--- src/rfs_params.svh ---
`ifndef RFS_PARAMS_SVH
`define RFS_PARAMS_SVH
// ----------------------------------------------------------------------
// register map, word addresses in the mac register space
// ----------------------------------------------------------------------
`define RFS_ADDR_GOOD 16'h0043
`define RFS_ADDR_BCAST 16'h0044
`define RFS_ADDR_MCAST 16'h0045
`define RFS_ADDR_MIN 16'h0046
`define RFS_ADDR_BIN2 16'h0047
`define RFS_ADDR_BIN3 16'h0048
`define RFS_ADDR_BIN4 16'h0049
`define RFS_NUM_CNT 7
`define RFS_CNT_RESET 32'h0000_0000
`define RFS_CNT_MAX 32'hFFFF_FFFF
// ----------------------------------------------------------------------
// size bin limits in bytes
// ----------------------------------------------------------------------
`define RFS_LEN_MIN 16'h0040
`define RFS_LEN_B2_LO 16'h0041
`define RFS_LEN_B2_HI 16'h007F
`define RFS_LEN_B3_LO 16'h0080
`define RFS_LEN_B3_HI 16'h00FF
`define RFS_LEN_B4_LO 16'h0100
`define RFS_LEN_B4_HI 16'h01FF
`define RFS_BCAST_DA 48'hFFFF_FFFF_FFFF
// first transmitted address bit, low bit of the first octet
`define RFS_MCAST_BIT 40
// counter width and step
`define RFS_CNT_W 32
`define RFS_CNT_ONE 32'h0000_0001
// counter indices
`define RFS_IX_GOOD 0
`define RFS_IX_BCAST 1
`define RFS_IX_MCAST 2
`define RFS_IX_MIN 3
`define RFS_IX_BIN2 4
`define RFS_IX_BIN3 5
`define RFS_IX_BIN4 6
`endif

--- src/rfs_pkg.sv ---
package rfs_pkg;
  // one finished frame from the receive mac
  typedef struct packed {
    logic good;
    logic [47:0] dest_addr;
    logic [15:0] length;
  } rfs_frame_type;
  // register access from the spi register engine
  typedef struct packed {
    logic rd;
    logic wr;
    logic [15:0] addr;
    logic [31:0] wdata;
  } rfs_req_type;
  typedef struct packed {
    logic hit;
    logic [31:0] rdata;
  } rfs_rsp_type;
endpackage

--- src/rfs_sat_counter.sv ---
`timescale 1ns/1ps
`include "rfs_params.svh"
module rfs_sat_counter #(
  parameter int WIDTH = 32
) (
  // clock and reset
  input wire logic ref_clk,
  input wire logic sys_rst,
  // control
  input wire logic inc,
  input wire logic clr,
  // value
  output logic [WIDTH-1:0] count
);
  logic [WIDTH-1:0] count_q;
  logic [WIDTH-1:0] count_d;
  localparam logic [WIDTH-1:0] MAX = {WIDTH{1'b1}};
  localparam logic [WIDTH-1:0] ONE = {{(WIDTH-1){1'b0}}, 1'b1};

  // a clear that meets an event restarts at one, so nothing is lost
  always_comb begin
    count_d = count_q;
    if (clr) begin
      count_d = inc ? ONE : '0;
    end else if (inc && count_q != MAX) begin
      count_d = count_q + ONE;
    end
  end

  always_ff @(posedge ref_clk) begin
    if (sys_rst) begin
      count_q <= '0;
    end else begin
      count_q <= count_d;
    end
  end

  assign count = count_q;

  property p_sat_hold;
    @(posedge ref_clk) disable iff (sys_rst)
    (count_q == MAX && !clr) |=> count_q == MAX;
  endproperty
  a_sat_hold: assert property (p_sat_hold)
    else $error("saturated counter moved");

  property p_clr_inc;
    @(posedge ref_clk) disable iff (sys_rst)
    (clr && inc) |=> count_q == ONE;
  endproperty
  a_clr_inc: assert property (p_clr_inc)
    else $error("event lost on clearing read");
endmodule

--- src/rfs_rx_stats.sv ---
`timescale 1ns/1ps
`include "rfs_params.svh"
module rfs_rx_stats (
  // clock and reset
  input wire logic ref_clk,
  input wire logic sys_rst,
  // finished frame pulse from the receive mac
  input wire logic frame_valid,
  input rfs_pkg::rfs_frame_type frame,
  // register access
  input rfs_pkg::rfs_req_type req,
  output rfs_pkg::rfs_rsp_type rsp
);
  import rfs_pkg::*;

  // ----------------------------------------------------------------------
  // address decode
  // ----------------------------------------------------------------------
  // one decoder shared by read select and read clear
  function automatic logic [`RFS_NUM_CNT-1:0] dec(input logic [15:0] a);
    logic [`RFS_NUM_CNT-1:0] s;
    s = '0;
    case (a)
      `RFS_ADDR_GOOD: s[`RFS_IX_GOOD] = 1'b1;
      `RFS_ADDR_BCAST: s[`RFS_IX_BCAST] = 1'b1;
      `RFS_ADDR_MCAST: s[`RFS_IX_MCAST] = 1'b1;
      `RFS_ADDR_MIN: s[`RFS_IX_MIN] = 1'b1;
      `RFS_ADDR_BIN2: s[`RFS_IX_BIN2] = 1'b1;
      `RFS_ADDR_BIN3: s[`RFS_IX_BIN3] = 1'b1;
      `RFS_ADDR_BIN4: s[`RFS_IX_BIN4] = 1'b1;
      default: s = '0;
    endcase
    return s;
  endfunction

  logic [`RFS_NUM_CNT-1:0] sel;
  logic [`RFS_NUM_CNT-1:0] clr;
  logic [`RFS_NUM_CNT-1:0] inc;
  logic [`RFS_CNT_W-1:0] cnt [`RFS_NUM_CNT];
  logic ok;
  logic [15:0] len;

  assign sel = dec(req.addr);
  // writes never reach the counters, only reads clear them
  assign clr = req.rd ? sel : '0;

  // ----------------------------------------------------------------------
  // frame classification
  // ----------------------------------------------------------------------
  // first transmitted bit of the address is bit 0 of the first octet,
  // held here in bit 40 with the first octet in the top byte
  always_comb begin
    ok = frame_valid && frame.good;
    len = frame.length;
    inc = '0;
    inc[`RFS_IX_GOOD] = ok;
    inc[`RFS_IX_BCAST] = ok && frame.dest_addr == `RFS_BCAST_DA;
    inc[`RFS_IX_MCAST] = ok && frame.dest_addr[`RFS_MCAST_BIT];
    // bins are disjoint ranges, so at most one fires
    inc[`RFS_IX_MIN] = ok && len == `RFS_LEN_MIN;
    inc[`RFS_IX_BIN2] = ok && len >= `RFS_LEN_B2_LO
                        && len <= `RFS_LEN_B2_HI;
    inc[`RFS_IX_BIN3] = ok && len >= `RFS_LEN_B3_LO
                        && len <= `RFS_LEN_B3_HI;
    inc[`RFS_IX_BIN4] = ok && len >= `RFS_LEN_B4_LO
                        && len <= `RFS_LEN_B4_HI;
  end

  // ----------------------------------------------------------------------
  // counters
  // ----------------------------------------------------------------------
  for (genvar i = 0; i < `RFS_NUM_CNT; i++) begin : g_cnt
    rfs_sat_counter #(
      .WIDTH(`RFS_CNT_W)
    ) u_cnt (
      .ref_clk(ref_clk),
      .sys_rst(sys_rst),
      .inc(inc[i]),
      .clr(clr[i]),
      .count(cnt[i])
    );
  end

  // ----------------------------------------------------------------------
  // read data
  // ----------------------------------------------------------------------
  // value is captured in the same edge that clears the counter, so the
  // host sees the count before the clear; unmapped reads return zero
  rfs_rsp_type rsp_q;
  rfs_rsp_type rsp_d;

  always_comb begin
    rsp_d = '0;
    if (req.rd) begin
      rsp_d.hit = |sel;
      for (int k = 0; k < `RFS_NUM_CNT; k++) begin
        if (sel[k]) begin
          rsp_d.rdata = cnt[k];
        end
      end
    end
  end

  always_ff @(posedge ref_clk) begin
    if (sys_rst) begin
      rsp_q <= '0;
    end else begin
      rsp_q <= rsp_d;
    end
  end

  assign rsp = rsp_q;

  // ----------------------------------------------------------------------
  // checks
  // ----------------------------------------------------------------------
  property p_good_inc;
    @(posedge ref_clk) disable iff (sys_rst)
    (ok && !clr[`RFS_IX_GOOD] && cnt[`RFS_IX_GOOD] != `RFS_CNT_MAX) |=>
      cnt[`RFS_IX_GOOD] == $past(cnt[`RFS_IX_GOOD]) + `RFS_CNT_ONE;
  endproperty
  a_good_inc: assert property (p_good_inc)
    else $error("good frame not counted");

  property p_bcast;
    @(posedge ref_clk) disable iff (sys_rst)
    (!clr[`RFS_IX_BCAST] && !inc[`RFS_IX_BCAST]) |=>
      cnt[`RFS_IX_BCAST] == $past(cnt[`RFS_IX_BCAST]);
  endproperty
  a_bcast: assert property (p_bcast)
    else $error("broadcast count moved without a frame");

  property p_mcast;
    @(posedge ref_clk) disable iff (sys_rst)
    (ok && frame.dest_addr[`RFS_MCAST_BIT] && !clr[`RFS_IX_MCAST]
      && cnt[`RFS_IX_MCAST] != `RFS_CNT_MAX) |=>
      cnt[`RFS_IX_MCAST] == $past(cnt[`RFS_IX_MCAST]) + `RFS_CNT_ONE;
  endproperty
  a_mcast: assert property (p_mcast)
    else $error("multicast frame not counted");

  property p_min;
    @(posedge ref_clk) disable iff (sys_rst)
    inc[`RFS_IX_MIN] |-> len == `RFS_LEN_MIN;
  endproperty
  a_min: assert property (p_min)
    else $error("minimum bin on wrong length");

  property p_bin2;
    @(posedge ref_clk) disable iff (sys_rst)
    (ok && len == `RFS_LEN_B2_HI) |->
      inc[`RFS_IX_BIN2] && !inc[`RFS_IX_BIN3];
  endproperty
  a_bin2: assert property (p_bin2)
    else $error("127 byte frame misbinned");

  property p_bin3;
    @(posedge ref_clk) disable iff (sys_rst)
    (ok && len == `RFS_LEN_B3_LO) |->
      inc[`RFS_IX_BIN3] && !inc[`RFS_IX_BIN2];
  endproperty
  a_bin3: assert property (p_bin3)
    else $error("128 byte frame misbinned");

  property p_bin4;
    @(posedge ref_clk) disable iff (sys_rst)
    (ok && len == `RFS_LEN_B4_HI) |-> inc[`RFS_IX_BIN4];
  endproperty
  a_bin4: assert property (p_bin4)
    else $error("511 byte frame misbinned");

  property p_one_bin;
    @(posedge ref_clk) disable iff (sys_rst)
    $onehot0(inc[`RFS_IX_BIN4:`RFS_IX_MIN]);
  endproperty
  a_one_bin: assert property (p_one_bin)
    else $error("frame counted in two bins");

  property p_read_clear;
    @(posedge ref_clk) disable iff (sys_rst)
    (req.rd && sel[`RFS_IX_GOOD] && !inc[`RFS_IX_GOOD]) |=>
      cnt[`RFS_IX_GOOD] == `RFS_CNT_RESET
      && rsp.rdata == $past(cnt[`RFS_IX_GOOD]);
  endproperty
  a_read_clear: assert property (p_read_clear)
    else $error("read did not return then clear");

  property p_write_none;
    @(posedge ref_clk) disable iff (sys_rst)
    (req.wr && !req.rd && !inc[`RFS_IX_BCAST]) |=>
      cnt[`RFS_IX_BCAST] == $past(cnt[`RFS_IX_BCAST]);
  endproperty
  a_write_none: assert property (p_write_none)
    else $error("write changed a counter");

  // the no-change checks above would pass a detector stuck at zero,
  // so the positive direction is checked as well
  property p_bcast_inc;
    @(posedge ref_clk) disable iff (sys_rst)
    (ok && frame.dest_addr == `RFS_BCAST_DA && !clr[`RFS_IX_BCAST]
      && cnt[`RFS_IX_BCAST] != `RFS_CNT_MAX) |=>
      cnt[`RFS_IX_BCAST] == $past(cnt[`RFS_IX_BCAST]) + `RFS_CNT_ONE;
  endproperty
  a_bcast_inc: assert property (p_bcast_inc)
    else $error("broadcast frame not counted");

  property p_min_inc;
    @(posedge ref_clk) disable iff (sys_rst)
    (ok && len == `RFS_LEN_MIN) |-> inc[`RFS_IX_MIN];
  endproperty
  a_min_inc: assert property (p_min_inc)
    else $error("64 byte frame not binned");

  property p_no_bin;
    @(posedge ref_clk) disable iff (sys_rst)
    (len < `RFS_LEN_MIN || len > `RFS_LEN_B4_HI) |->
      inc[`RFS_IX_BIN4:`RFS_IX_MIN] == '0;
  endproperty
  a_no_bin: assert property (p_no_bin)
    else $error("frame outside the bins was binned");

  property p_bad_frame;
    @(posedge ref_clk) disable iff (sys_rst)
    (frame_valid && !frame.good) |-> inc == '0;
  endproperty
  a_bad_frame: assert property (p_bad_frame)
    else $error("errored frame was counted");

  property p_write_min;
    @(posedge ref_clk) disable iff (sys_rst)
    (req.wr && !req.rd && !inc[`RFS_IX_MIN]) |=>
      cnt[`RFS_IX_MIN] == $past(cnt[`RFS_IX_MIN]);
  endproperty
  a_write_min: assert property (p_write_min)
    else $error("write changed the minimum bin");
endmodule

--- config.mk ---
export PLATFORM = sky130hd
export DESIGN_NAME = rfs_rx_stats
export DESIGN_NICKNAME = d
export VERILOG_FILES = /design/src/rfs_pkg.sv /design/src/rfs_sat_counter.sv /design/src/rfs_rx_stats.sv
export VERILOG_INCLUDE_DIRS = /design/src
export SDC_FILE = /design/constraint.sdc
export NUM_CORES = 1
export LEC_CHECK = 0
export ABC_AREA = 1
export BUFFER_PORTS_ARGS = -buffer_cell sky130_fd_sc_hd__buf_2
export CAP_MARGIN = 20
export CORE_ASPECT_RATIO = 1.75
export CORE_MARGIN = 3
export CORE_UTILIZATION = 30
export DETAILED_ROUTE_END_ITERATION = 12
export GPL_TIMING_DRIVEN = 0
export PLACE_DENSITY = 0.58
export SETUP_SLACK_MARGIN = 0.3
export SYNTH_ARGS = -nofsm -noshare
export SYNTH_HDL_FRONTEND = slang
export SYNTH_SLANG_ARGS = --single-unit
--- constraint.sdc ---
create_clock -name ref_clk -period 4.3 [get_ports ref_clk]
set_clock_uncertainty 0.15 [all_clocks]
set_input_delay 0.645 -clock ref_clk [delete_from_list [all_inputs] [get_ports ref_clk]]
set_output_delay 0.645 -clock ref_clk [all_outputs]
set_load 0.03 [all_outputs]
; ---- After elaboration in Yosys (flattened, before gate mapping)
; Index checks and enable logic that the tools add are counted.
[totals]
regBits = 257
input_bits = 118
output_inout_bits = 33
word_cells = 101
[op_classes]
n_addsub = 7
order_cmp = 6
n_eq_ne = 16
n_mux = 36
bitwise_logic = 1
n_reduce_logical = 26
[ops]
columns = op, count
row1 = 2-to-1 mux 32 bit, 21
row2 = "adder 32 x 1 -> 32 bit, second input constant", 7
row3 = "inequality test 32 bit, second input constant", 7
row4 = "equality test 16 x 7 -> 1 bit, second input constant", 8
row5 = "equality test 48 bit, second input constant", 1
row6 = logical AND 1 bit, 17
row7 = ">= comparator 16 x 7 -> 1 bit, second input constant", 1
row8 = ">= comparator 16 x 8 -> 1 bit, second input constant", 1
row9 = ">= comparator 16 x 9 -> 1 bit, second input constant", 1
row10 = "less-or-equal comparator 16 x 7 -> 1 bit, second input constant", 1
row11 = "less-or-equal comparator 16 x 8 -> 1 bit, second input constant", 1
row12 = "less-or-equal comparator 16 x 9 -> 1 bit, second input constant", 1
row13 = 2-to-1 mux 1 bit, 14
row14 = nonzero test 2 bit, 7
row15 = 2-to-1 mux 7 bit, 1
row16 = OR reduction 7 bit, 1
row17 = OR reduction 2 bit, 1
row18 = inverter 1 bit, 1

; ---- Depth between registers and ports, before layout
; Gate-level depths: netlist (run 1).
[logic_depth]
depth_word = 9
mapped_depth = 15
depth_no_buf = 14

; ---- Cells and area by module
; Synthesis (run 1) repeated with hierarchy kept, for this count alone.
[unflattened]
cells_unflattened = 3391
area_unflattened_um2 = 19473.7
[by_module_without_submodules]
columns = mod, n_inst, cells_per_inst, area_per_inst_um2, seq_area_each_um2
row1 = rfs_sat_counter, 7, 387, 2273.4, 640.6
row2 = rfs_rx_stats, 1, 682, 3559.7, 660.6

; ---- Worst setup path after synthesis (run 1)
; No wires, ideal clock.
[synth_timing]
path_type = in2reg
start = input port req[44] (netlist bit)
end = register rsp_q (netlist bit rsp[0])
setup_ps = 128
arrival_time_ps = 1888
required_ps = 4022
setup_slack_ps = 2134
path_stages = 12
n_path_buf = 2
cell_sequence = inv_1 nand2_1 nor2_2 inv_1 nor2_2 nand3b_1 inv_1 buf_2 clkbuf_1 nand2_1 nand2_1 a21oi_1
[synth_via]
elab_chain_len = 9
word_cells_on_any_way = 21
classes_between = eq/ne: 7 / mux: 14
[synth_lines]
columns = item, line_no
row1 = "start, declared", rfs_rx_stats.sv:11  ; input rfs_pkg::rfs_req_type req,
row2 = equality test 16 x 7 -> 1 bit, rfs_rx_stats.sv:23  ; case (a)
row3 = 2-to-1 mux 1 bit, rfs_rx_stats.sv:23
row4 = 2-to-1 mux 32 bit (6 in a row), rfs_rx_stats.sv:97  ; if (sel[k]) begin
row5 = 2-to-1 mux 32 bit *, rfs_rx_stats.sv:97
row6 = "end signal, assigned", rfs_rx_stats.sv:108  ; rsp_q <= rsp_d;
row7 = "end, declared", rfs_rx_stats.sv:89  ; rfs_rsp_type rsp_q;
; Mark *: on every way between the ends. The rest lies on a longest branch, timed or not.
; A chain may end at the register's enable or synchronous reset.

; ---- Worst setup path after layout (run 1)
[layout_timing]
start = register g_cnt[3].u_cnt.count_q[0]
end = register g_cnt[3].u_cnt.count_q[12]
[layout_via]
elab_chain_len = 3
word_cells_on_any_way = 6
classes_between = add/sub: 1 / eq/ne: 1 / mux: 2 / reduce/logical: 2
[layout_lines]
columns = item, line_no
row1 = "start, declared", rfs_sat_counter.sv:15  ; logic [WIDTH-1:0] count_q;
row2 = "start signal, assigned", rfs_sat_counter.sv:34  ; count_q <= count_d;
row3 = adder 32 x 1 -> 32 bit / inequality test 32 bit (equally long branches), "rfs_sat_counter.sv:26, rfs_sat_counter.sv:25"
row4 = 2-to-1 mux 32 bit / logical AND 1 bit (equally long branches), rfs_sat_counter.sv:25  ; end else if (inc && count_q != MAX) begin
row5 = 2-to-1 mux 32 bit / nonzero test 2 bit (equally long branches), n/a
; Parallel ways exist; a longest one is shown, timed or not. The select of a mux whose other input is x is not followed.

==> results.md, run 1 <==
- Run status: complete, no violations
- Root cell of the clock tree: sky130_fd_sc_hd__clkbuf_16
- Initial antenna violation count: 1
- Clock tree from TritonCTS: built
- Setup TNS Final: 0 ns
- Multiplexer share of the synthesized area: 0
- Setup repair after global routing missed its margin: no
- Share of layout cells above drive strength 1: 0.101
- Final number of hold-violating endpoints: 0
- Category of the worst setup path capture point: register
- Routed Antenna Nets: 0
- Starting DRC count in detailed routing: 1299
- Synth Instances: 2968
- Maximum fanout along the worst path: 10
- Layout Nets: 3239
- Max-slew violations: 0
- Area added between synthesis and finish: 13.8%
- Relative slew margins: 0.310
- Floorplan core area: 58400 µm²
- Row Count: 117
- Hold bufs inserted after CTS: 0
- Share of flip-flops with an asynchronous set or reset: 0
- Final estimated routing congestion in global placement: 1.04
- Time the final worst path needs with I/O delays and setup: 2.74 ns
- CP startpoint kind: register
- Pin count of the biggest net entering global routing: 15
- Leading cell type by number of instances after synthesis: sky130_fd_sc_hd__nand2_1
- Number of synthesized flops with an enable pin: 0
- Dpl hpwl: 63000 µm
- I/O pin count: 151
- Via total after detailed routing: 20.4k
- Hold slack: 0.294 ns
- Fin crit share: 0.636
- Post-synthesis xor/xnor area fraction: 0.0512
- Max-cap violations: 0
- Max clock buf depth: 3
- Kind of critical path: register to register
- Fraction of the mapped netlist area in adder cells: 0.00492
- Drt drc: 0
- Full die area: 62400 µm²
- Cts bufs inserted: 28
- Height of the die: 328 µm
- Power density relative to cell area: 251 nW/µm²
- CTS H-tree lvls: 1
- Share of the yosys chip area belonging to registers: 0.289
- Syn Std Cell Area: 17800 µm²
- Fraction of post-synthesis cell area in the top cell type by area: 0.289
- Setup Fix Bufs, Post-CTS: 0
- First-pass DRT Iterations: 6
- FMAX: 0.366 GHz
- Synth top cells by count: sky130_fd_sc_hd__nand2_1 (823), sky130_fd_sc_hd__nor2_1 (389), sky130_fd_sc_hd__nand3_1 (259)
- Post-synth top area cell: sky130_fd_sc_hd__dfxtp_1
- Synthesized Nets: 3093
- Slew at the pin with the worst max-slew slack: 1.04 ns
- Clock Latency Late Sink: 0.61 ns
- Cell Area, Placed: 19400 µm²
- Most frequently used flop master after synthesis: sky130_fd_sc_hd__dfxtp_1
- Die boundary width: 190 µm
- Post-route standard cell area excluding fillers: 20300 µm²
- Detailed-route wire length per cell: 19.7 µm
- Clk slew on worst S/H paths: 0.06 ns
- CTS resizes: 0
- Initial Utilization: 0.305
- Number of unique standard cell types used by synthesis: 45
- Port Buffers: 116
- Simple logic cell fraction of the synthesized area: 0.458
- Vias in the first global route: 20.0k
- Static Leakage: 7.53 nW
- Total Wirelength: 77200 µm
- Largest family of logic cells by synthesized area: simple AND/OR/NAND/NOR gates
- Endpoint arrival time on the critical path: 3.10 ns
- Biggest area contributors in the synthesized netlist: sky130_fd_sc_hd__dfxtp_1 (29%), sky130_fd_sc_hd__nand2_1 (17%), sky130_fd_sc_hd__nor2_1 (8.2%), sky130_fd_sc_hd__nand3_1 (7.3%), sky130_fd_sc_hd__nand4_1 (6.6%)
- Final number of setup-violating endpoints: 0
- Crit path required time: 4.66 ns
- Compound-gate portion of the synthesized area: 0.105
- Worst voltage drop across the vdd grid: 285 µV
- Detail-routed via count per cell: 5.21
- Layout Utilization: 0.347
- First-pass GRT wire length: 115000 µm
- Kind of path behind the tightest hold check: primary input to register
- TritonCTS Sinks: 257
- Number of flip-flops and latches in the synthesized netlist: 257
- Fill count: 6622
- Synth warn: 0
- Overall routing resource usage: 0.242
- Total congestion overflow after global routing: 0
- Mean instance size in the synthesized netlist: 6.00 µm²
[sequential cells by signal, summed over array words and instances, names as in the netlist]
register / flops
rsp: 33
g_cnt.u_cnt.count: 224
[critical path, cell delays in order, from the launching register on]
cell                      delay [ns]
sky130_fd_sc_hd__dfxtp_1        0.42
sky130_fd_sc_hd__ha_1           0.33
sky130_fd_sc_hd__nand3_1        0.26
sky130_fd_sc_hd__inv_1          0.19
sky130_fd_sc_hd__nand2_1        0.13
sky130_fd_sc_hd__nor2_1         0.18
sky130_fd_sc_hd__nand2_1        0.20
sky130_fd_sc_hd__nand2_1        0.17
sky130_fd_sc_hd__nand2_2        0.12
sky130_fd_sc_hd__inv_2          0.09
sky130_fd_sc_hd__buf_4          0.20
sky130_fd_sc_hd__nand2_1        0.07
sky130_fd_sc_hd__a21oi_1        0.14
[kinds of logic (layout without fill, tap and decap cells)]
family          count (synthesis)  in the layout
compound gates                356            356
xor+xnor                      104            104
flops                         257            257
other cells                     0              1
fa+ha+maj                       7              7
buf+inv                       399            567
simple gates                 1845           1845
[layer usage]
| layer | track usage | part of all wire | routed length, µm | up-vias |
|---|---|---|---|---|
| met1 | 0.232 | 0.34 | 26100 | 9210 |
| met3 | 0.0271 | 0.046 | 3570 | 362 |
| met5 | 0 | 0 | 0 | - |
| li1 | - | - | - | 10057 |
| met2 | 0.443 | 0.50 | 38700 | 755 |
| met4 | 0.224 | 0.11 | 8750 | 0 |
[path summary, 6_finish.rpt]
kind              depth (start not counted)                     start                        to  slack [ns]
setup / recovery                         12   g_cnt[3].u_cnt.count[0]  g_cnt[3].u_cnt.count[12]        1.56
hold reg to reg                           2  g_cnt[3].u_cnt.count[30]  g_cnt[3].u_cnt.count[30]        0.35
hold / removal                            4                   sys_rst                   rsp[15]        0.29
setup reg to reg                         12   g_cnt[3].u_cnt.count[0]  g_cnt[3].u_cnt.count[12]        1.56
[cells in the final DEF, fill, tap and decap left out, types with 8 or more instances in the layout]
master / instances
sky130_fd_sc_hd__nand2_1: 823
sky130_fd_sc_hd__xnor2_1: 25
sky130_fd_sc_hd__clkbuf_1: 60
sky130_fd_sc_hd__inv_2: 16
sky130_fd_sc_hd__xor2_1: 79
sky130_fd_sc_hd__nor3_1: 108
sky130_fd_sc_hd__a21oi_1: 212
sky130_fd_sc_hd__clkbuf_16: 28
sky130_fd_sc_hd__nand3_1: 259
sky130_fd_sc_hd__buf_2: 166
sky130_fd_sc_hd__nor2_1: 389
sky130_fd_sc_hd__inv_1: 250
sky130_fd_sc_hd__buf_1: 8
sky130_fd_sc_hd__dfxtp_1: 257
sky130_fd_sc_hd__buf_4: 10
sky130_fd_sc_hd__o21ai_0: 112
sky130_fd_sc_hd__nand4_1: 187
sky130_fd_sc_hd__nand2_2: 22
sky130_fd_sc_hd__nor2_2: 11
sky130_fd_sc_hd__clkinv_2: 8
sky130_fd_sc_hd__or2_2: 14
sky130_fd_sc_hd__a21oi_2: 10
[report_power, final]
group | internal (mW) | total [mW] | switching [mW]
Clock | 1.38 | 2.49 | 1.11
Combinational | 0.0608 | 0.214 | 0.153
Sequential | 2.38 | 2.38 | 0.00226
[stage by stage]
stage / instances / setup slack (ns) / power, mW
after global routing: 3909 / 1.32 / 5.23
final: 3910 / 1.56 / 5.09
after global placement: 3857 / 1.08 / 2.65
after floorplan: 2968 / 2.13 / 2.55
after CTS: 3909 / 1.64 / 5.13
after detailed placement: 3857 / 1.12 / 2.65
[cell type report]
cell class              instances  area, µm²  area share
clock inverters                15        149     0.00735
diodes                          1       2.50    0.000123
inverters                     269       1010      0.0499
clock buffers                  37        764      0.0377
flip-flops and latches        257       5140       0.254
plain buffers                 130        642      0.0317
well taps                     773        967      0.0477
multi-input cells            2312      11000       0.543
repair buffers                116        581      0.0286
No activity file was read; power rests on OpenSTA's default activity.
==> run 2: changes to the inputs <==
==> constraint.sdc (replaced) <==
create_clock -name ref_clk -period 2.6 [get_ports ref_clk]
set_clock_uncertainty 0.15 [all_clocks]
set_input_delay 0.39 -clock ref_clk [delete_from_list [all_inputs] [get_ports ref_clk]]
set_output_delay 0.39 -clock ref_clk [all_outputs]
set_load 0.03 [all_outputs]
==> run 2 against run 1 <==
  * Die area did not move
  * Sequential power rose by 66%
  * Critical endpoint is now g_cnt[4].u_cnt.count[29]
  * Flip-flop and latch count did not move
  * Critical path type unchanged
  * Highest routed layer unchanged
  * Largest power group unchanged
==> results.md, run 2 (synthesized netlist as in run 1, its figures left out) <==
- Run status: complete, no violations
- CP endpoint: g_cnt[4].u_cnt.count[29]
- Slew at the pin with the worst max-slew slack: 1.05 ns
- Flip-flop count of the largest register after layout: 224
- Sequence of cells on the critical path: ha_4, nand3_4, inv_2, nand2_1, nor2_2, nor2b_1, nor2_1, clkbuf_4, buf_4, nand4_1, a21oi_1
- Full die area: 62400 µm²
- Clock Latency Late Sink: 0.62 ns
- Routed Antenna Nets: 0
- Max-cap violations: 0
- Static Leakage: 7.63 nW
- Kind of path behind the tightest hold check: primary input to register
- Category of the worst setup path capture point: register
- Total congestion overflow after global routing: 0
- Leading cell type in the layout, fill and taps excluded: sky130_fd_sc_hd__nand2_1
- Worst stage delay on the critical path: 0.38 ns
- Cell depth of the worst setup path: 11
- Area used by multi-input combinational logic: 11300 µm²
- Vias in the first global route: 20.1k
- Initial Utilization: 0.305
- I/O pin count: 151
- Detailed-route wire length per cell: 19.8 µm
- CTS H-tree lvls: 1
- Time the final worst path needs with I/O delays and setup: 2.24 ns
- Share of layout cells above drive strength 1: 0.138
- Setup repair after global routing missed its margin: yes
- Max-slew violations: 0
- Max clock buf depth: 3
- Height of the die: 328 µm
- Maximum fanout along the worst path: 10
- Total Wirelength: 77800 µm
- Row Count: 117
- Final number of hold-violating endpoints: 0
- Overall routing resource usage: 0.241
- Pin count of the biggest net entering global routing: 15
- Sequential cell area: 5220 µm²
- Root cell of the clock tree: sky130_fd_sc_hd__clkbuf_16
- Starting DRC count in detailed routing: 1278
- First-pass DRT Iterations: 6
- Detail-routed via count per cell: 5.26
- Most frequent cells in the layout: sky130_fd_sc_hd__nand2_1 (815), sky130_fd_sc_hd__nor2_1 (374), sky130_fd_sc_hd__nand3_1 (253), sky130_fd_sc_hd__inv_1 (247), sky130_fd_sc_hd__dfxtp_1 (213)
- Fin crit share: 0.862
- Kind of critical path: register to register
- Area added between synthesis and finish: 16.8%
- Layout Nets: 3251
- Critical path buffers and inverters: 3
- Relative slew margins: 0.303
- FMAX: 0.446 GHz
- Hold slack: 0.116 ns
- Die boundary width: 190 µm
- Origin of the worst setup path: g_cnt[4].u_cnt.count[0]
- Final WS setup: 0.360 ns
- Initial antenna violation count: 1
- Port Buffers: 116
- Reg-to-reg critical path startpoint: g_cnt[4].u_cnt.count[0]
- Via total after detailed routing: 20.6k
- First-pass GRT wire length: 115000 µm
- Worst flop-to-flop path endpoint: g_cnt[4].u_cnt.count[29]
- Clock tree from TritonCTS: built
- Drt drc: 0
- Final estimated routing congestion in global placement: 1.04
- Delay-heaviest family, CP: simple AND/OR/NAND/NOR gates
- Clk slew on worst S/H paths: 0.07 ns
- Worst voltage drop across the vdd grid: 475 µV
- Pre-CTS WS: -0.327 ns
- Dpl hpwl: 63000 µm
- Minimum setup slack among reg-to-reg paths: 0.36 ns
- Floorplan core area: 58400 µm²
- Crit path required time: 2.97 ns
- Final number of setup-violating endpoints: 0
- TritonCTS Sinks: 257
- Fill count: 6570
- Power density relative to cell area: 405 nW/µm²
- Endpoint arrival time on the critical path: 2.61 ns
- Worst Reg2Reg Path Length in Cells: 11
- Cts bufs inserted: 28
- CP startpoint kind: register
- Cell with the biggest individual delay on the critical path: sky130_fd_sc_hd__dfxtp_4
[run 2: cell types whose count changed in the layout (fill, tap and decap cells not counted), sizes merged]
cell         delta
clkbuf          +4
inv             -1
dlygate4sd3     +1
buf             +7
clkinvlp        +2
clkinv          -1
[run 2: cell type report]
| cell class | count | share of cell area |
|---|---|---|
| clock buffer | 37 | 0.0368 |
| sequential | 257 | 0.251 |
| inverter | 269 | 0.0492 |
| antenna | 1 | 0.000120 |
| multi-input combinational | 2312 | 0.544 |
| buffer | 130 | 0.0335 |
| tap | 773 | 0.0465 |
| timing repair buffer | 128 | 0.0324 |
| clock inverter | 15 | 0.00716 |
[run 2: metal layers]
metal / wire length (µm) / up-vias / GRT usage
met4: 8650 / 0 / 0.225
li1: - / 10092 / -
met3: 3630 / 366 / 0.0270
met5: 0 / - / 0
met1: 26300 / 9348 / 0.231
met2: 39200 / 812 / 0.443
[run 2: where the power goes]
group	leakage, nW	switching, mW	internal, mW
combinational	5.09	0.258	0.107
clock	0.449	1.85	2.28
sequential	2.09	0.00397	3.93
total	7.63	2.11	6.32
[run 2: tightest hold or removal path: cells and delay by family]
family	cells	cell delay (ns)
compound gates	2	0.25
buf+inv	1	0.11
simple gates	1	0.08
[run 2: worst min path at each step]
stage | start | to | slack (ns) | depth (start not counted)
after global placement | g_cnt[3].u_cnt.count[30] | g_cnt[3].u_cnt.count[30] | 0.33 | 2
after detailed placement | g_cnt[5].u_cnt.count[23] | g_cnt[5].u_cnt.count[23] | 0.33 | 2
final | frame[9] | g_cnt[6].u_cnt.count[22] | 0.12 | 4
after CTS | req[49] | g_cnt[1].u_cnt.count[0] | 0.10 | 3
after floorplan | g_cnt[3].u_cnt.count[30] | g_cnt[3].u_cnt.count[30] | 0.31 | 2
after global routing | req[49] | g_cnt[1].u_cnt.count[0] | 0.12 | 3
[run 2: what timing repair did]
item,CTS,global route
buffers inserted,0,11
endpoints found under the setup margin,180,215
resized for setup,43,110
hold buffers,1,0
hold endpoints to repair,1,0
pin swaps,0,6
[run 2: per-stage QoR]
step | instances | power [mW] | TNS, ns | util | area (µm²)
2_1_floorplan | 2968 | 4.22 | 0 | - | 17800
3_3_place_gp | 3857 | 4.38 | -12.07 | 0.331 | 19400
3_5_place_dp | 3857 | 4.38 | -11.02 | 0.331 | 19400
4_1_cts | 3910 | 8.49 | 0 | 0.349 | 20400
5_1_grt | 3921 | 8.66 | 0 | 0.356 | 20800
6_report | 3922 | 8.43 | 0 | 0.356 | 20800
==> run 3: changes to the inputs <==
--- a/config.mk
+++ b/config.mk
@@ -10,11 +10,11 @@
 export BUFFER_PORTS_ARGS = -buffer_cell sky130_fd_sc_hd__buf_2
 export CAP_MARGIN = 20
 export CORE_ASPECT_RATIO = 1.75
-export CORE_MARGIN = 3
+export CORE_MARGIN = 2
 export CORE_UTILIZATION = 30
 export DETAILED_ROUTE_END_ITERATION = 12
 export GPL_TIMING_DRIVEN = 0
-export PLACE_DENSITY = 0.58
+export PLACE_DENSITY_LB_ADDON = 0.15
 export SETUP_SLACK_MARGIN = 0.3
 export SYNTH_ARGS = -nofsm -noshare
 export SYNTH_HDL_FRONTEND = slang
==> run 3 against run 2 <==
  * First-iteration DRC count up 11%
  * Clock power up 3%
  * Critical path type unchanged
  * Utilization down 0.14 points
  * Cell area up 0.45%
  * Non-clock buffer count up 1
  * Cell count up 0.25%
  * Critical endpoint is now g_cnt[2].u_cnt.count[31]
  * Critical path depth unchanged
  * Power up 1.6%
==> results.md, run 3 (synthesized netlist as in run 1, its figures left out) <==
- Run status: complete, no violations
- First-pass GRT wire length: 119000 µm
- Most frequent cells in the layout: sky130_fd_sc_hd__nand2_1 (818), sky130_fd_sc_hd__nor2_1 (374), sky130_fd_sc_hd__nand3_1 (253), sky130_fd_sc_hd__inv_1 (247), sky130_fd_sc_hd__a21oi_1 (212)
- First-pass DRT Iterations: 8
- Kind of path behind the tightest hold check: primary input to register
- Initial antenna violation count: 4
- CP startpoint kind: register
- Vias in the first global route: 20.3k
- Switching power summed over all nets: 2.21 mW
- Minimum setup slack among reg-to-reg paths: 0.33 ns
- Pin count of the biggest net entering global routing: 17
- Category of the worst setup path capture point: register
- Floorplan core area: 58900 µm²
- Port Buffers: 116
- Share of layout cells above drive strength 1: 0.143
- Height of the die: 326 µm
- Time the final worst path needs with I/O delays and setup: 2.27 ns
- Gate power share: 0.044
- Row Count: 118
- Max-cap violations: 0
- Clock power share: 0.496
- Max-slew violations: 0
- CTS H-tree lvls: 1
- I/O pin count: 151
- Fin crit share: 0.874
- Slew at the pin with the worst max-slew slack: 1.18 ns
- Total Wirelength: 81300 µm
- Root cell of the clock tree: sky130_fd_sc_hd__clkbuf_16
- Area added between synthesis and finish: 17.3%
- Fill count: 6620
- Detailed-route wire length per cell: 20.7 µm
- Max clock buf depth: 3
- Switching portion of total power: 0.258
- Final number of setup-violating endpoints: 0
- Clock tree from TritonCTS: built
- Maximum fanout along the worst path: 4
- Endpoint arrival time on the critical path: 2.62 ns
- Sequential fraction of design power: 0.460
- Overall routing resource usage: 0.257
- Via total after detailed routing: 20.8k
- Dpl hpwl: 66500 µm
- Final number of hold-violating endpoints: 0
- Flip-flop count of the largest register after layout: 224
- Static Leakage: 7.67 nW
- Origin of the worst setup path: g_cnt[2].u_cnt.count[11]
- Detail-routed via count per cell: 5.28
- P_int: 6.35 mW
- Initial Utilization: 0.302
- Crit path required time: 2.94 ns
- Post-route standard cell area excluding fillers: 20900 µm²
- Hold_sp: sys_rst
- Kind of critical path: register to register
- Die boundary width: 188 µm
- Layout Utilization: 0.355
- Layout Nets: 3252
- Relative slew margins: 0.212
- Total congestion overflow after global routing: 0
- Setup repair after global routing missed its margin: yes
- Full die area: 61400 µm²
- Clk slew on worst S/H paths: 0.07 ns
- Worst voltage drop across the vdd grid: 438 µV
- Drt drc: 0
- Final estimated routing congestion in global placement: 0.972
- Cts bufs inserted: 28
- Routed Antenna Nets: 0
- Power density relative to cell area: 410 nW/µm²
- TritonCTS Sinks: 257
- Starting DRC count in detailed routing: 1419
- Reg-to-reg critical path startpoint: g_cnt[2].u_cnt.count[11]
- Cell Area, Placed: 19400 µm²
- Clock Latency Late Sink: 0.60 ns
- Leading cell type in the layout, fill and taps excluded: sky130_fd_sc_hd__nand2_1
- FMAX: 0.440 GHz
## run 3: cell count changes in the layout (fill, tap and decap cells not counted), sizes merged
cell	previous run	this run
diode	1	3
clkinv	11	10
clkinvlp	4	7
inv	267	270
dlygate4sd3	1	0
clkbuf	96	87
buf	198	204
## run 3: path summary, 6_finish.rpt
check                             endpoint  cells past startpoint
hold reg to reg   g_cnt[5].u_cnt.count[23]                      2
hold / removal                     rsp[16]                      4
setup reg to reg  g_cnt[2].u_cnt.count[31]                     11
setup / recovery  g_cnt[2].u_cnt.count[31]                     11
## run 3: through the flow
| step | total power, mW | hold slack [ns] | std cells | worst slack (ns) | TNS, ns |
|---|---|---|---|---|---|
| floorplan | 4.22 | 0.307 | 2968 | 0.611 | 0 |
| global placement | 4.39 | 0.317 | 3864 | -0.453 | -21.87 |
| detailed placement | 4.39 | 0.327 | 3864 | -0.490 | -25.15 |
| CTS | 8.67 | 0.00749 | 3917 | 0.287 | 0 |
| global route | 8.84 | 0.0452 | 3929 | 0.194 | 0 |
| finish | 8.56 | 0.0338 | 3932 | 0.328 | 0 |
## run 3: final cells by class
| class | instances | area (µm²) | share of cell area |
|---|---|---|---|
| Multi-Input combinational cell | 2312 | 11300 | 0.542 |
| Sequential cell | 257 | 5240 | 0.251 |
| Inverter | 269 | 1020 | 0.0490 |
| Tap cell | 780 | 976 | 0.0467 |
| Clock buffer | 32 | 747 | 0.0358 |
| Buffer | 130 | 696 | 0.0333 |
| Timing Repair Buffer | 129 | 678 | 0.0325 |
| Clock inverter | 20 | 206 | 0.00988 |
| Antenna cell | 3 | 7.51 | 0.000359 |
## run 3: worst max-delay path, stage by stage, from the launching register on
cell and delay, ns:
sky130_fd_sc_hd__dfxtp_1 0.53, sky130_fd_sc_hd__nand2_1 0.17, sky130_fd_sc_hd__nor2_1 0.22, sky130_fd_sc_hd__nand4_1 0.20
sky130_fd_sc_hd__nor2_4 0.20, sky130_fd_sc_hd__nand2_1 0.14, sky130_fd_sc_hd__nor2_2 0.15, sky130_fd_sc_hd__nand2_1 0.10
sky130_fd_sc_hd__nor3_2 0.13, sky130_fd_sc_hd__nand2_1 0.08, sky130_fd_sc_hd__nand2_1 0.06, sky130_fd_sc_hd__nor2_1 0.04
## run 3: power by group through the flow
stage | sequential, mW | clock, mW | combinational (mW)
finish | 3.94 | 4.25 | 0.374
CTS | 3.94 | 4.36 | 0.364
floorplan | 4.03 | 0 | 0.185
global route | 3.93 | 4.50 | 0.406
global placement | 4.03 | 0 | 0.354
detailed placement | 4.03 | 0 | 0.360
## run 3: routing by layer
layer  share of wire  track usage  up-vias
met5         0.00016            0        -
met4            0.11        0.243        2
met3           0.041       0.0266      345
met2            0.52        0.491      742
met1            0.33        0.234     9545
li1                -            -    10126
## run 3: what timing repair did
action,in CTS,in global routing
endpoints found under the setup margin,207,212
pin swaps,1,4
gates resized for setup,63,101
buffers inserted,1,12
hold buffers,0,0
